===== src/inc/compat_io_consts.svh =====
// constants for the compatible-mode discrete i/o and alarm logic
// assumes a 25 MHz system clock and 32-bit AXI4-Lite register access
`ifndef COMPAT_IO_CONSTS_SVH
`define COMPAT_IO_CONSTS_SVH

`define CLK_HZ 25000000
`define CLEAR_HOLD_MS 500
`define REPORT_HOLD_MS 100
`define PULSE_MS 100

`define REG_CTRL 8'h00
`define REG_END_RANGE 8'h04
`define REG_STATUS 8'h08

`define CTRL_STOP_LO 0
`define CTRL_STOP_HI 1
`define CTRL_OUT_SEL 2
`define CTRL_CONT_EN 3
`define CTRL_M3_LO 4
`define CTRL_M3_HI 5

`define STOP_ACTION_RESET 2'h0
`define OUT_SEL_RESET 1'b0
`define CONT_EN_RESET 1'b0
`define END_RANGE_RESET 7'h01
`define END_RANGE_MIN 7'h01
`define END_RANGE_MAX 7'h64

`define ALP_MIN_COUNT 4'h2
`define ALP_MAX_COUNT 4'hA

`define ELEC_HOME_NUM 4'h6
`define MECH_HOME_NUM 4'h7

`define RESP_OKAY 2'h0
`define RESP_SLVERR 2'h2

`endif


===== src/inc/compat_io_pkg.sv =====
// types for the compatible-mode discrete i/o and alarm logic
// assumes nothing beyond the constants header
package compat_io_pkg;

  typedef enum logic [1:0] {
    STOP_IMMEDIATE = 2'b00,
    STOP_DECEL = 2'b01,
    STOP_IMMEDIATE_OFF = 2'b10,
    STOP_DECEL_OFF = 2'b11
  } stop_action_t;

  typedef enum logic [1:0] {
    OP_POSITIONING = 2'b00,
    OP_CONTINUOUS = 2'b01,
    OP_ELEC_HOME = 2'b10,
    OP_MECH_HOME = 2'b11
  } op_kind_t;

  typedef enum logic [1:0] {
    M3_NONE = 2'b00,
    M3_SPARE7 = 2'b01,
    M3_SPARE8 = 2'b10
  } m3_map_t;

  typedef enum logic [1:0] {
    PULSE_IDLE = 2'b00,
    PULSE_HIGH = 2'b01,
    PULSE_LOW = 2'b10
  } pulse_state_t;

endpackage


===== src/design/compat_io_alarm_logic.sv =====
// discrete i/o, stop, alarm and alarm-report logic with an AXI4-Lite register slave
// assumes motion and protection logic on aclk, host pins asynchronous
`timescale 1ns/1ps
`include "compat_io_consts.svh"

// What this block does
// - Brake/clear line is normally closed; open line means stop.
// - Line is run-permit normally, alarm-clear while an alarm stands.
// - Run-permit must be on; dropping it stops motor and holds brake.
// - Stop action: immediate, decelerate, either plus current off; resets to 0.
// - Fault output is on without alarm, off with alarm.
// - Alarm stops motor, drops fault output, shows code, all together.
// - Clear needs line on 0.5 s then off; release clears alarm.
// - Some alarms clear only by power cycle.
// - Shared output is busy/torque normally, alarm pulses during alarm.
// - Select setting: 0 busy, 1 torque-limit; resets to 0.
// - Busy during operation, off once position settles in end window.
// - End window 1 to 100 steps of 0.72 degrees; resets to 1.
// - In alarm, start on 0.1 s then off requests pulse report.
// - Pulse count 2..10 encodes alarm type, 10 for others.
// - Torque-limit mode: output on when torque reaches limit.
// - Fourth select bit on spare input 7 or 8 gives numbers 0..15.
// - Number 6 electrical home, 7 mechanical home, others positioning.
// - Continuous setting turns numbers 0 and 1 into continuous operation.
// - Start launches the number currently on the select lines.
module compat_io_alarm_logic #(
  parameter int ADDR_W = 8,
  parameter int CLEAR_HOLD_CYCLES = `CLEAR_HOLD_MS * (`CLK_HZ / 1000),
  parameter int REPORT_HOLD_CYCLES = `REPORT_HOLD_MS * (`CLK_HZ / 1000),
  parameter int PULSE_CYCLES = `PULSE_MS * (`CLK_HZ / 1000)
) (
  input wire logic aclk,
  input wire logic aresetn,
  input wire logic ce,
  input wire logic [ADDR_W-1:0] s_axi_awaddr,
  input wire logic s_axi_awvalid,
  output logic s_axi_awready,
  input wire logic [31:0] s_axi_wdata,
  input wire logic [3:0] s_axi_wstrb,
  input wire logic s_axi_wvalid,
  output logic s_axi_wready,
  output logic [1:0] s_axi_bresp,
  output logic s_axi_bvalid,
  input wire logic s_axi_bready,
  input wire logic [ADDR_W-1:0] s_axi_araddr,
  input wire logic s_axi_arvalid,
  output logic s_axi_arready,
  output logic [31:0] s_axi_rdata,
  output logic [1:0] s_axi_rresp,
  output logic s_axi_rvalid,
  input wire logic s_axi_rready,
  input wire logic alarm_clear_in,
  input wire logic start_in,
  input wire logic data_sel_bit0,
  input wire logic data_sel_bit1,
  input wire logic data_sel_bit2,
  input wire logic spare_input_7,
  input wire logic spare_input_8,
  input wire logic alarm_event,
  input wire logic [3:0] alarm_code,
  input wire logic alarm_power_cycle_only,
  input wire logic motion_active,
  input wire logic motion_ready,
  input wire logic signed [15:0] position_error,
  input wire logic torque_limit_flag,
  output logic fault_ok_out,
  output logic status_out,
  output logic spare_output_2,
  output logic stop_request,
  output logic stop_decelerate,
  output logic current_off,
  output logic brake_hold,
  output logic start_pulse,
  output logic [3:0] op_number,
  output logic [1:0] op_kind,
  output logic [3:0] alarm_display
);

  logic [6:0] pins;
  logic line_on;
  logic start_on;
  logic [2:0] sel_low;
  logic in7;
  logic in8;

  pin_sync #(.W(7)) u_sync (
    .aclk(aclk),
    .aresetn(aresetn),
    .ce(ce),
    .pin_in({spare_input_8, spare_input_7, data_sel_bit2, data_sel_bit1,
             data_sel_bit0, start_in, alarm_clear_in}),
    .pin_sync_out(pins)
  );

  assign line_on = pins[0];
  assign start_on = pins[1];
  assign sel_low = pins[4:2];
  assign in7 = pins[5];
  assign in8 = pins[6];

  // settings
  logic [1:0] stop_action;
  logic out_select;
  logic cont_en;
  logic [1:0] m3_map;
  logic [6:0] end_range;

  // alarm state
  logic alarm_active;
  logic alarm_sticky;
  logic [3:0] alarm_count;
  logic next_alarm_active;
  logic line_prev;
  logic start_prev;
  logic [31:0] clear_cnt;
  logic [31:0] report_cnt;
  logic clear_release;
  logic report_release;
  logic busy;
  logic torque_limit_out;
  logic alarm_pulse_out;
  compat_io_pkg::pulse_state_t pulse_state;
  logic [3:0] pulses_left;
  logic [31:0] pulse_cnt;

  // hold for the clear time, then the release clears
  assign clear_release = alarm_active && line_prev && !line_on &&
                         (clear_cnt >= 32'(CLEAR_HOLD_CYCLES));
  // start held for the report time, then released
  assign report_release = alarm_active && start_prev && !start_on &&
                          (report_cnt >= 32'(REPORT_HOLD_CYCLES));

  always_comb begin
    next_alarm_active = alarm_active;
    // power-cycle-only alarms ignore the clear sequence
    if (clear_release && !alarm_sticky) begin
      next_alarm_active = 1'b0;
    end
    // new alarm wins over a clear in the same cycle
    if (alarm_event) begin
      next_alarm_active = 1'b1;
    end
  end

  always_ff @(posedge aclk) begin
    if (!aresetn) begin
      line_prev <= 1'b0;
      start_prev <= 1'b0;
    end else if (ce) begin
      line_prev <= line_on;
      start_prev <= start_on;
    end
  end

  // tick counters for the hold times, saturating
  always_ff @(posedge aclk) begin
    if (!aresetn) begin
      clear_cnt <= 32'h0000_0000;
    end else if (ce) begin
      if (!alarm_active || !line_on) begin
        clear_cnt <= 32'h0000_0000;
      end else if (clear_cnt < 32'(CLEAR_HOLD_CYCLES)) begin
        clear_cnt <= clear_cnt + 32'h0000_0001;
      end
    end
  end

  always_ff @(posedge aclk) begin
    if (!aresetn) begin
      report_cnt <= 32'h0000_0000;
    end else if (ce) begin
      if (!alarm_active || !start_on) begin
        report_cnt <= 32'h0000_0000;
      end else if (report_cnt < 32'(REPORT_HOLD_CYCLES)) begin
        report_cnt <= report_cnt + 32'h0000_0001;
      end
    end
  end

  // alarm latch, code and fault output on the same edge
  always_ff @(posedge aclk) begin
    if (!aresetn) begin
      alarm_active <= 1'b0;
      alarm_sticky <= 1'b0;
      alarm_count <= 4'h0;
      alarm_display <= 4'h0;
      fault_ok_out <= 1'b1;
    end else if (ce) begin
      alarm_active <= next_alarm_active;
      // fault output on only without alarm
      fault_ok_out <= !next_alarm_active;
      if (alarm_event && !alarm_active) begin
        alarm_sticky <= alarm_power_cycle_only;
        alarm_display <= alarm_code;
        // codes outside 2..10 report as other
        if (alarm_code < `ALP_MIN_COUNT || alarm_code > `ALP_MAX_COUNT) begin
          alarm_count <= `ALP_MAX_COUNT;
        end else begin
          alarm_count <= alarm_code;
        end
      end else if (!next_alarm_active) begin
        alarm_sticky <= 1'b0;
        alarm_display <= 4'h0;
      end
    end
  end

  // stop control
  always_ff @(posedge aclk) begin
    if (!aresetn) begin
      stop_request <= 1'b1;
      stop_decelerate <= 1'b0;
      current_off <= 1'b0;
      brake_hold <= 1'b1;
    end else if (ce) begin
      if (next_alarm_active) begin
        // alarm stop is immediate with current removed
        stop_request <= 1'b1;
        stop_decelerate <= 1'b0;
        current_off <= 1'b1;
        brake_hold <= 1'b1;
      end else if (!line_on) begin
        // open line is the stop condition
        // run permit lost: stop and hold the brake
        // manner of stop from the setting
        stop_request <= 1'b1;
        stop_decelerate <= stop_action[0];
        current_off <= stop_action[1];
        brake_hold <= 1'b1;
      end else begin
        // line acts as run permit outside alarm
        stop_request <= 1'b0;
        stop_decelerate <= 1'b0;
        current_off <= 1'b0;
        brake_hold <= 1'b0;
      end
    end
  end

  // operation launch
  logic sel_msb;
  logic [3:0] sel_num;

  always_comb begin
    // fourth bit only when mapped to a spare input
    case (m3_map)
      compat_io_pkg::M3_SPARE7: sel_msb = in7;
      compat_io_pkg::M3_SPARE8: sel_msb = in8;
      default: sel_msb = 1'b0;
    endcase
    sel_num = {sel_msb, sel_low};
  end

  always_ff @(posedge aclk) begin
    if (!aresetn) begin
      start_pulse <= 1'b0;
      op_number <= 4'h0;
      op_kind <= compat_io_pkg::OP_POSITIONING;
    end else if (ce) begin
      start_pulse <= 1'b0;
      // start takes the number on the lines now
      if (start_on && !start_prev && !next_alarm_active && line_on) begin
        start_pulse <= 1'b1;
        op_number <= sel_num;
        if (sel_num == `ELEC_HOME_NUM) begin
          op_kind <= compat_io_pkg::OP_ELEC_HOME;
        end else if (sel_num == `MECH_HOME_NUM) begin
          op_kind <= compat_io_pkg::OP_MECH_HOME;
        // continuous for numbers 0 and 1
        end else if (cont_en && sel_num[3:1] == 3'b000) begin
          op_kind <= compat_io_pkg::OP_CONTINUOUS;
        end else begin
          op_kind <= compat_io_pkg::OP_POSITIONING;
        end
      end
    end
  end

  // busy and torque reporting
  logic [15:0] abs_err;
  assign abs_err = position_error[15] ? 16'(-position_error) : 16'(position_error);

  always_ff @(posedge aclk) begin
    if (!aresetn) begin
      busy <= 1'b0;
      torque_limit_out <= 1'b0;
      spare_output_2 <= 1'b0;
    end else if (ce) begin
      // busy until settled inside the end window
      busy <= motion_active || (abs_err > {9'h000, end_range});
      torque_limit_out <= torque_limit_flag;
      spare_output_2 <= motion_ready && !alarm_active;
    end
  end

  always_ff @(posedge aclk) begin
    if (!aresetn) begin
      pulse_state <= compat_io_pkg::PULSE_IDLE;
      pulses_left <= 4'h0;
      pulse_cnt <= 32'h0000_0000;
      alarm_pulse_out <= 1'b0;
    end else if (ce) begin
      case (pulse_state)
        compat_io_pkg::PULSE_IDLE: begin
          alarm_pulse_out <= 1'b0;
          if (report_release) begin
            pulse_state <= compat_io_pkg::PULSE_HIGH;
            pulses_left <= alarm_count;
            pulse_cnt <= 32'h0000_0000;
            alarm_pulse_out <= 1'b1;
          end
        end
        compat_io_pkg::PULSE_HIGH: begin
          if (pulse_cnt >= 32'(PULSE_CYCLES - 1)) begin
            pulse_cnt <= 32'h0000_0000;
            alarm_pulse_out <= 1'b0;
            pulses_left <= pulses_left - 4'h1;
            pulse_state <= compat_io_pkg::PULSE_LOW;
          end else begin
            pulse_cnt <= pulse_cnt + 32'h0000_0001;
          end
        end
        compat_io_pkg::PULSE_LOW: begin
          if (pulse_cnt >= 32'(PULSE_CYCLES - 1)) begin
            pulse_cnt <= 32'h0000_0000;
            if (pulses_left == 4'h0) begin
              pulse_state <= compat_io_pkg::PULSE_IDLE;
            end else begin
              alarm_pulse_out <= 1'b1;
              pulse_state <= compat_io_pkg::PULSE_HIGH;
            end
          end else begin
            pulse_cnt <= pulse_cnt + 32'h0000_0001;
          end
        end
        default: begin
          pulse_state <= compat_io_pkg::PULSE_IDLE;
          alarm_pulse_out <= 1'b0;
        end
      endcase
      // train ends when the alarm is cleared
      if (!next_alarm_active) begin
        pulse_state <= compat_io_pkg::PULSE_IDLE;
        alarm_pulse_out <= 1'b0;
      end
    end
  end

  always_ff @(posedge aclk) begin
    if (!aresetn) begin
      status_out <= 1'b0;
    end else if (ce) begin
      if (alarm_active) begin
        status_out <= alarm_pulse_out;
      end else if (out_select) begin
        status_out <= torque_limit_out;
      end else begin
        status_out <= busy;
      end
    end
  end

  // AXI4-Lite slave
  logic [ADDR_W-1:0] wr_addr;
  logic [31:0] wr_data;
  logic [3:0] wr_strb;
  logic do_write;
  logic [7:0] wr_reg;
  logic [7:0] rd_reg;
  logic [6:0] new_range;

  assign do_write = !s_axi_awready && !s_axi_wready && !s_axi_bvalid;
  assign wr_reg = 8'(wr_addr);
  assign rd_reg = 8'(s_axi_araddr);
  assign new_range = wr_data[6:0];

  always_ff @(posedge aclk) begin
    if (!aresetn) begin
      s_axi_awready <= 1'b1;
      s_axi_wready <= 1'b1;
      s_axi_bvalid <= 1'b0;
      s_axi_bresp <= `RESP_OKAY;
      wr_addr <= '0;
      wr_data <= 32'h0000_0000;
      wr_strb <= 4'h0;
    end else if (ce) begin
      if (s_axi_awvalid && s_axi_awready) begin
        wr_addr <= s_axi_awaddr;
        s_axi_awready <= 1'b0;
      end
      if (s_axi_wvalid && s_axi_wready) begin
        wr_data <= s_axi_wdata;
        wr_strb <= s_axi_wstrb;
        s_axi_wready <= 1'b0;
      end
      if (do_write) begin
        s_axi_bvalid <= 1'b1;
        if (wr_reg == `REG_CTRL || wr_reg == `REG_END_RANGE) begin
          s_axi_bresp <= `RESP_OKAY;
        end else begin
          s_axi_bresp <= `RESP_SLVERR;
        end
      end
      if (s_axi_bvalid && s_axi_bready) begin
        s_axi_bvalid <= 1'b0;
        s_axi_awready <= 1'b1;
        s_axi_wready <= 1'b1;
      end
    end
  end

  // register writes
  always_ff @(posedge aclk) begin
    if (!aresetn) begin
      stop_action <= `STOP_ACTION_RESET;
      out_select <= `OUT_SEL_RESET;
      cont_en <= `CONT_EN_RESET;
      m3_map <= compat_io_pkg::M3_NONE;
      end_range <= `END_RANGE_RESET;
    end else if (ce && do_write && wr_strb[0]) begin
      if (wr_reg == `REG_CTRL) begin
        stop_action <= wr_data[`CTRL_STOP_HI:`CTRL_STOP_LO];
        out_select <= wr_data[`CTRL_OUT_SEL];
        cont_en <= wr_data[`CTRL_CONT_EN];
        m3_map <= wr_data[`CTRL_M3_HI:`CTRL_M3_LO];
      end else if (wr_reg == `REG_END_RANGE) begin
        if (new_range < `END_RANGE_MIN) begin
          end_range <= `END_RANGE_MIN;
        end else if (new_range > `END_RANGE_MAX || wr_data[31:7] != 25'h0) begin
          end_range <= `END_RANGE_MAX;
        end else begin
          end_range <= new_range;
        end
      end
    end
  end

  // register reads
  always_ff @(posedge aclk) begin
    if (!aresetn) begin
      s_axi_arready <= 1'b1;
      s_axi_rvalid <= 1'b0;
      s_axi_rdata <= 32'h0000_0000;
      s_axi_rresp <= `RESP_OKAY;
    end else if (ce) begin
      if (s_axi_arvalid && s_axi_arready) begin
        s_axi_arready <= 1'b0;
        s_axi_rvalid <= 1'b1;
        s_axi_rresp <= `RESP_OKAY;
        case (rd_reg)
          `REG_CTRL: s_axi_rdata <= {26'h0, m3_map, cont_en, out_select, stop_action};
          `REG_END_RANGE: s_axi_rdata <= {25'h0, end_range};
          `REG_STATUS: s_axi_rdata <= {14'h0, op_kind, op_number, alarm_count,
                                       3'h0, line_on, busy, alarm_sticky,
                                       fault_ok_out, alarm_active};
          default: begin
            s_axi_rdata <= 32'h0000_0000;
            s_axi_rresp <= `RESP_SLVERR;
          end
        endcase
      end
      if (s_axi_rvalid && s_axi_rready) begin
        s_axi_rvalid <= 1'b0;
        s_axi_arready <= 1'b1;
      end
    end
  end

endmodule


===== src/design/pin_sync.sv =====
// two-flop synchroniser bank for discrete pins
// assumes pins are asynchronous to aclk; ce freezes the bank
`timescale 1ns/1ps
module pin_sync #(
  parameter int W = 7
) (
  input wire logic aclk,
  input wire logic aresetn,
  input wire logic ce,
  input wire logic [W-1:0] pin_in,
  output logic [W-1:0] pin_sync_out
);

  logic [W-1:0] stage1;

  genvar i;
  generate
    for (i = 0; i < W; i++) begin : g_bit
      always_ff @(posedge aclk) begin
        if (!aresetn) begin
          stage1[i] <= 1'b0;
          pin_sync_out[i] <= 1'b0;
        end else if (ce) begin
          stage1[i] <= pin_in[i];
          pin_sync_out[i] <= stage1[i];
        end
      end
    end
  endgenerate

endmodule


===== config.mk =====
export PLATFORM = sky130hd
export DESIGN_NAME = compat_io_alarm_logic
export DESIGN_NICKNAME = d
export VERILOG_FILES = /design/src/inc/compat_io_pkg.sv /design/src/design/compat_io_alarm_logic.sv /design/src/design/pin_sync.sv
export VERILOG_INCLUDE_DIRS = /design/src /design/src/inc
export SDC_FILE = /design/constraint.sdc
export NUM_CORES = 1
export LEC_CHECK = 0
export ABC_AREA = 1
export BUFFER_PORTS_ARGS = -buffer_cell sky130_fd_sc_hd__clkbuf_2
export CORE_ASPECT_RATIO = 0.7
export CORE_UTILIZATION = 48
export DETAILED_ROUTE_END_ITERATION = 7
export PLACE_DENSITY = 0.76
export SETUP_SLACK_MARGIN = 0.5
export SLEW_MARGIN = 20
export SYNTH_ARGS = -nofsm -noshare
export SYNTH_HDL_FRONTEND = slang
export SYNTH_SLANG_ARGS = --single-unit

===== constraint.sdc =====
create_clock -name aclk -period 2.2 [get_ports aclk]
set_input_delay 0.11 -clock aclk [delete_from_list [all_inputs] [get_ports aclk]]
set_output_delay 0.11 -clock aclk [all_outputs]
set_load 0.005 [all_outputs]

==> results.cfg <==
[placed_design]
port_buffers = 130
post-place-ws_ps = 188
gp_congestion = 0.918
post-dp-hpwl_mm = 19.4

[min_path]
hold_class = primary input to flop

[critical_path]
cp-end-kind = flop
cp.required_ps = 2650
startpoint = report_cnt[18]
crit_path_start_kind = flop
path_class = flop to flop
endpoint = pulse_cnt[0]
worst_r2r_path_depth = 11
worstPathMaxFanout = 7
r2r_start = report_cnt[18]
worstPathArrival_ps = 2460
r2r_end = pulse_cnt[0]
r2r_slack_ps = 190

[synthesis]
synthesis.area_um2 = 10800
syn_area_per_cell_um2 = 6.88
ys_ff_latch = 222
synthTopCellsByArea = dfxtp_1 (41%), nand2_1 (11%), a21oi_1 (7.1%)
ys_seq_area_share_pct = 41.0
async_flop_share_pct = 0
synth_top_area_cell = dfxtp_1
synth_cell_types = 44
syn_inst = 1574
synth_top_cell_area_share_pct = 41.0
synth_edf_count = 0
synth_ff_type = dfxtp_1
yosys_warnings = 0

[power]
power_frac_seq_pct = 43.4
combPwrFrac_pct = 15.0
p_clk_share_pct = 41.6
p_sw_mw = 2.62
leakagePower_nw = 6.26
power_density_nw_per_um2 = 662
irDropWorstVdd_v = 0.000552
swShare_pct = 26.6
intPower_mw = 7.22

[global_routing]
grt_max_degree = 49
grt_util_all_layers_pct = 25.7
grt_pass1_vias = 10300
met1_usage_pct = 34.4
grt_util_met2_pct = 43.0
antenna_found_initial = 2
grt_pass1_wl_mm = 49.4
use_met3_pct = 3.84
top_usage_layer = met2
grt_overflow_total = 0

[timing]
maxSlewViolCount = 0
fin_ws_ps = 191
setup_tns_ps = 0
finalHoldViolations = 0
skew_ps = 15.2
fin_hold_ws_ps = 13.3
post-route-period-util_pct = 91.3
finalSetupViolCount = 0
period_needed_ps = 2010
rsz0062_at_grt = yes
max_clock_freq_mhz = 498

[drt]
wire_per_inst_um = 15.6
drt-pass1-iter-count = 6
vias_per_cell = 5.41
drt-initial-drc-count = 1079
drc_errors = 0
ant_nets = 0
vias = 11500
routed_wl_mm = 33.2

[floorplan]
core-area_um2 = 21900
io_pins = 151
rows = 45
start_util_pct = 49.4
die_width_um = 182
die_y_um = 128
design.die.area_um2 = 23200

[run]
timing.max_cap.violations = 0

[cts]
h-tree-depth = 1
cts_tree = built
clk_pin_slew_ps = 60
worstSkewPairLatency_ps = 530
cts_buffers = 23
cts_buffer_depth = 3
cts_root_buf = clkbuf_16
cts_sinks = 222

[layout]
area_delta_synth_final_pct = 37.3
final_nets = 1946
drive_above_1_share_pct = 26.4
final_cell_mix = nand2_1 (286), dfxtp_1 (188), nor2_1 (173), inv_1 (164), a21oi_1 (134)
final_common_cell = nand2_1

[status]
status = complete, no violations
stage by stage:
step	instances	util (%)	cell area, um^2	power, mW
finish	2132	67.9	14900	9.84
global route	2132	67.9	14900	10.2
CTS	2095	63.2	13800	9.60
detailed placement	1957	54.1	11800	5.35
global placement	1957	54.1	11800	5.32
floorplan	1590	-	11000	5.04
cells in the mapped netlist (all sizes together) (5+ instances only):
| master | instances |
|---|---|
| a211oi | 11 |
| a21oi | 156 |
| a31oi | 6 |
| buf | 34 |
| clkbuf | 39 |
| dfxtp | 222 |
| ha | 21 |
| inv | 187 |
| nand2 | 336 |
| nand3 | 75 |
| nand4 | 32 |
| nor2 | 208 |
| nor3 | 51 |
| nor4 | 17 |
| o211ai | 5 |
| o21ai | 123 |
| or2 | 5 |
| xor2 | 26 |
power groups by stage:
stage               clock network (mW)  registers [mW]  logic (mW)
CTS                               4.12            4.26        1.22
detailed placement                   0            4.35        1.00
finish                            4.10            4.27        1.47
global route                      4.31            4.28        1.60
global placement                     0            4.35       0.970
floorplan                            0            4.33       0.708
registers in the layout, summed over array words and instances (netlist names), 8 cells and up:
register	flops
s_axi_rdata	17
pulse_cnt	32
clear_cnt	32
report_cnt	32
wr_data	32
wr_addr	8
cell families after synthesis:
family | after synthesis | share of synthesized area, %
flip-flops | 222 | 41.0
buffers and inverters | 261 | 10.0
AND/OR/NAND/NOR | 729 | 28.8
XOR/XNOR | 29 | 2.35
adder cells (fa/ha/maj) | 21 | 2.43
other | 1 | 0.0346
AO/OA/AOI/OAI | 311 | 15.3
cell type report:
type	instances	area, um^2
diodes	2	5.00
clock buffers	35	701
clock inverters	5	93.8
fillers	1673	7030
inverters	188	731
multi-input cells	1110	6270
flip-flops and latches	222	4510
well taps	282	353
repair buffers	287	2200
repair inverters	1	7.51
metal layers:
layer | vias up | share of wire [%]
li1 | 5628 | -
met5 | - | 0
met4 | 0 | 2.9
met2 | 471 | 48
met1 | 5345 | 43
met3 | 81 | 6.4
how the worst min path moves through the flow:
stage / cells after the start / to / startpoint
floorplan: 2 / u_sync.stage1[6] / spare_input_8
global placement: 3 / u_sync.stage1[1] / start_in
detailed placement: 3 / u_sync.stage1[1] / start_in
CTS: 5 / s_axi_rresp[1] / s_axi_araddr[0]
global route: 6 / busy / position_error[13]
finish: 6 / busy / position_error[13]
worst max-delay path, cell delays in order, from the launching register on:
cell and delay, ps:
dfxtp_2 370, nand2_2 90, nor3_2 160, nand2_1 90, nor2_1 140, nand2_2 140
nand2_4 130, a21oi_4 90, nor2_4 200, nand2_8 130, or2_2 290, a21oi_1 110
what timing repair did:
item	in CTS	in global routing
cloned	2	6
hold endpoints to repair	69	0
setup endpoints to repair	127	143
buffers inserted	32	29
hold buffers	64	0
resized for setup	99	209
pin swaps	22	58
Power figures use the tool's default switching activity.
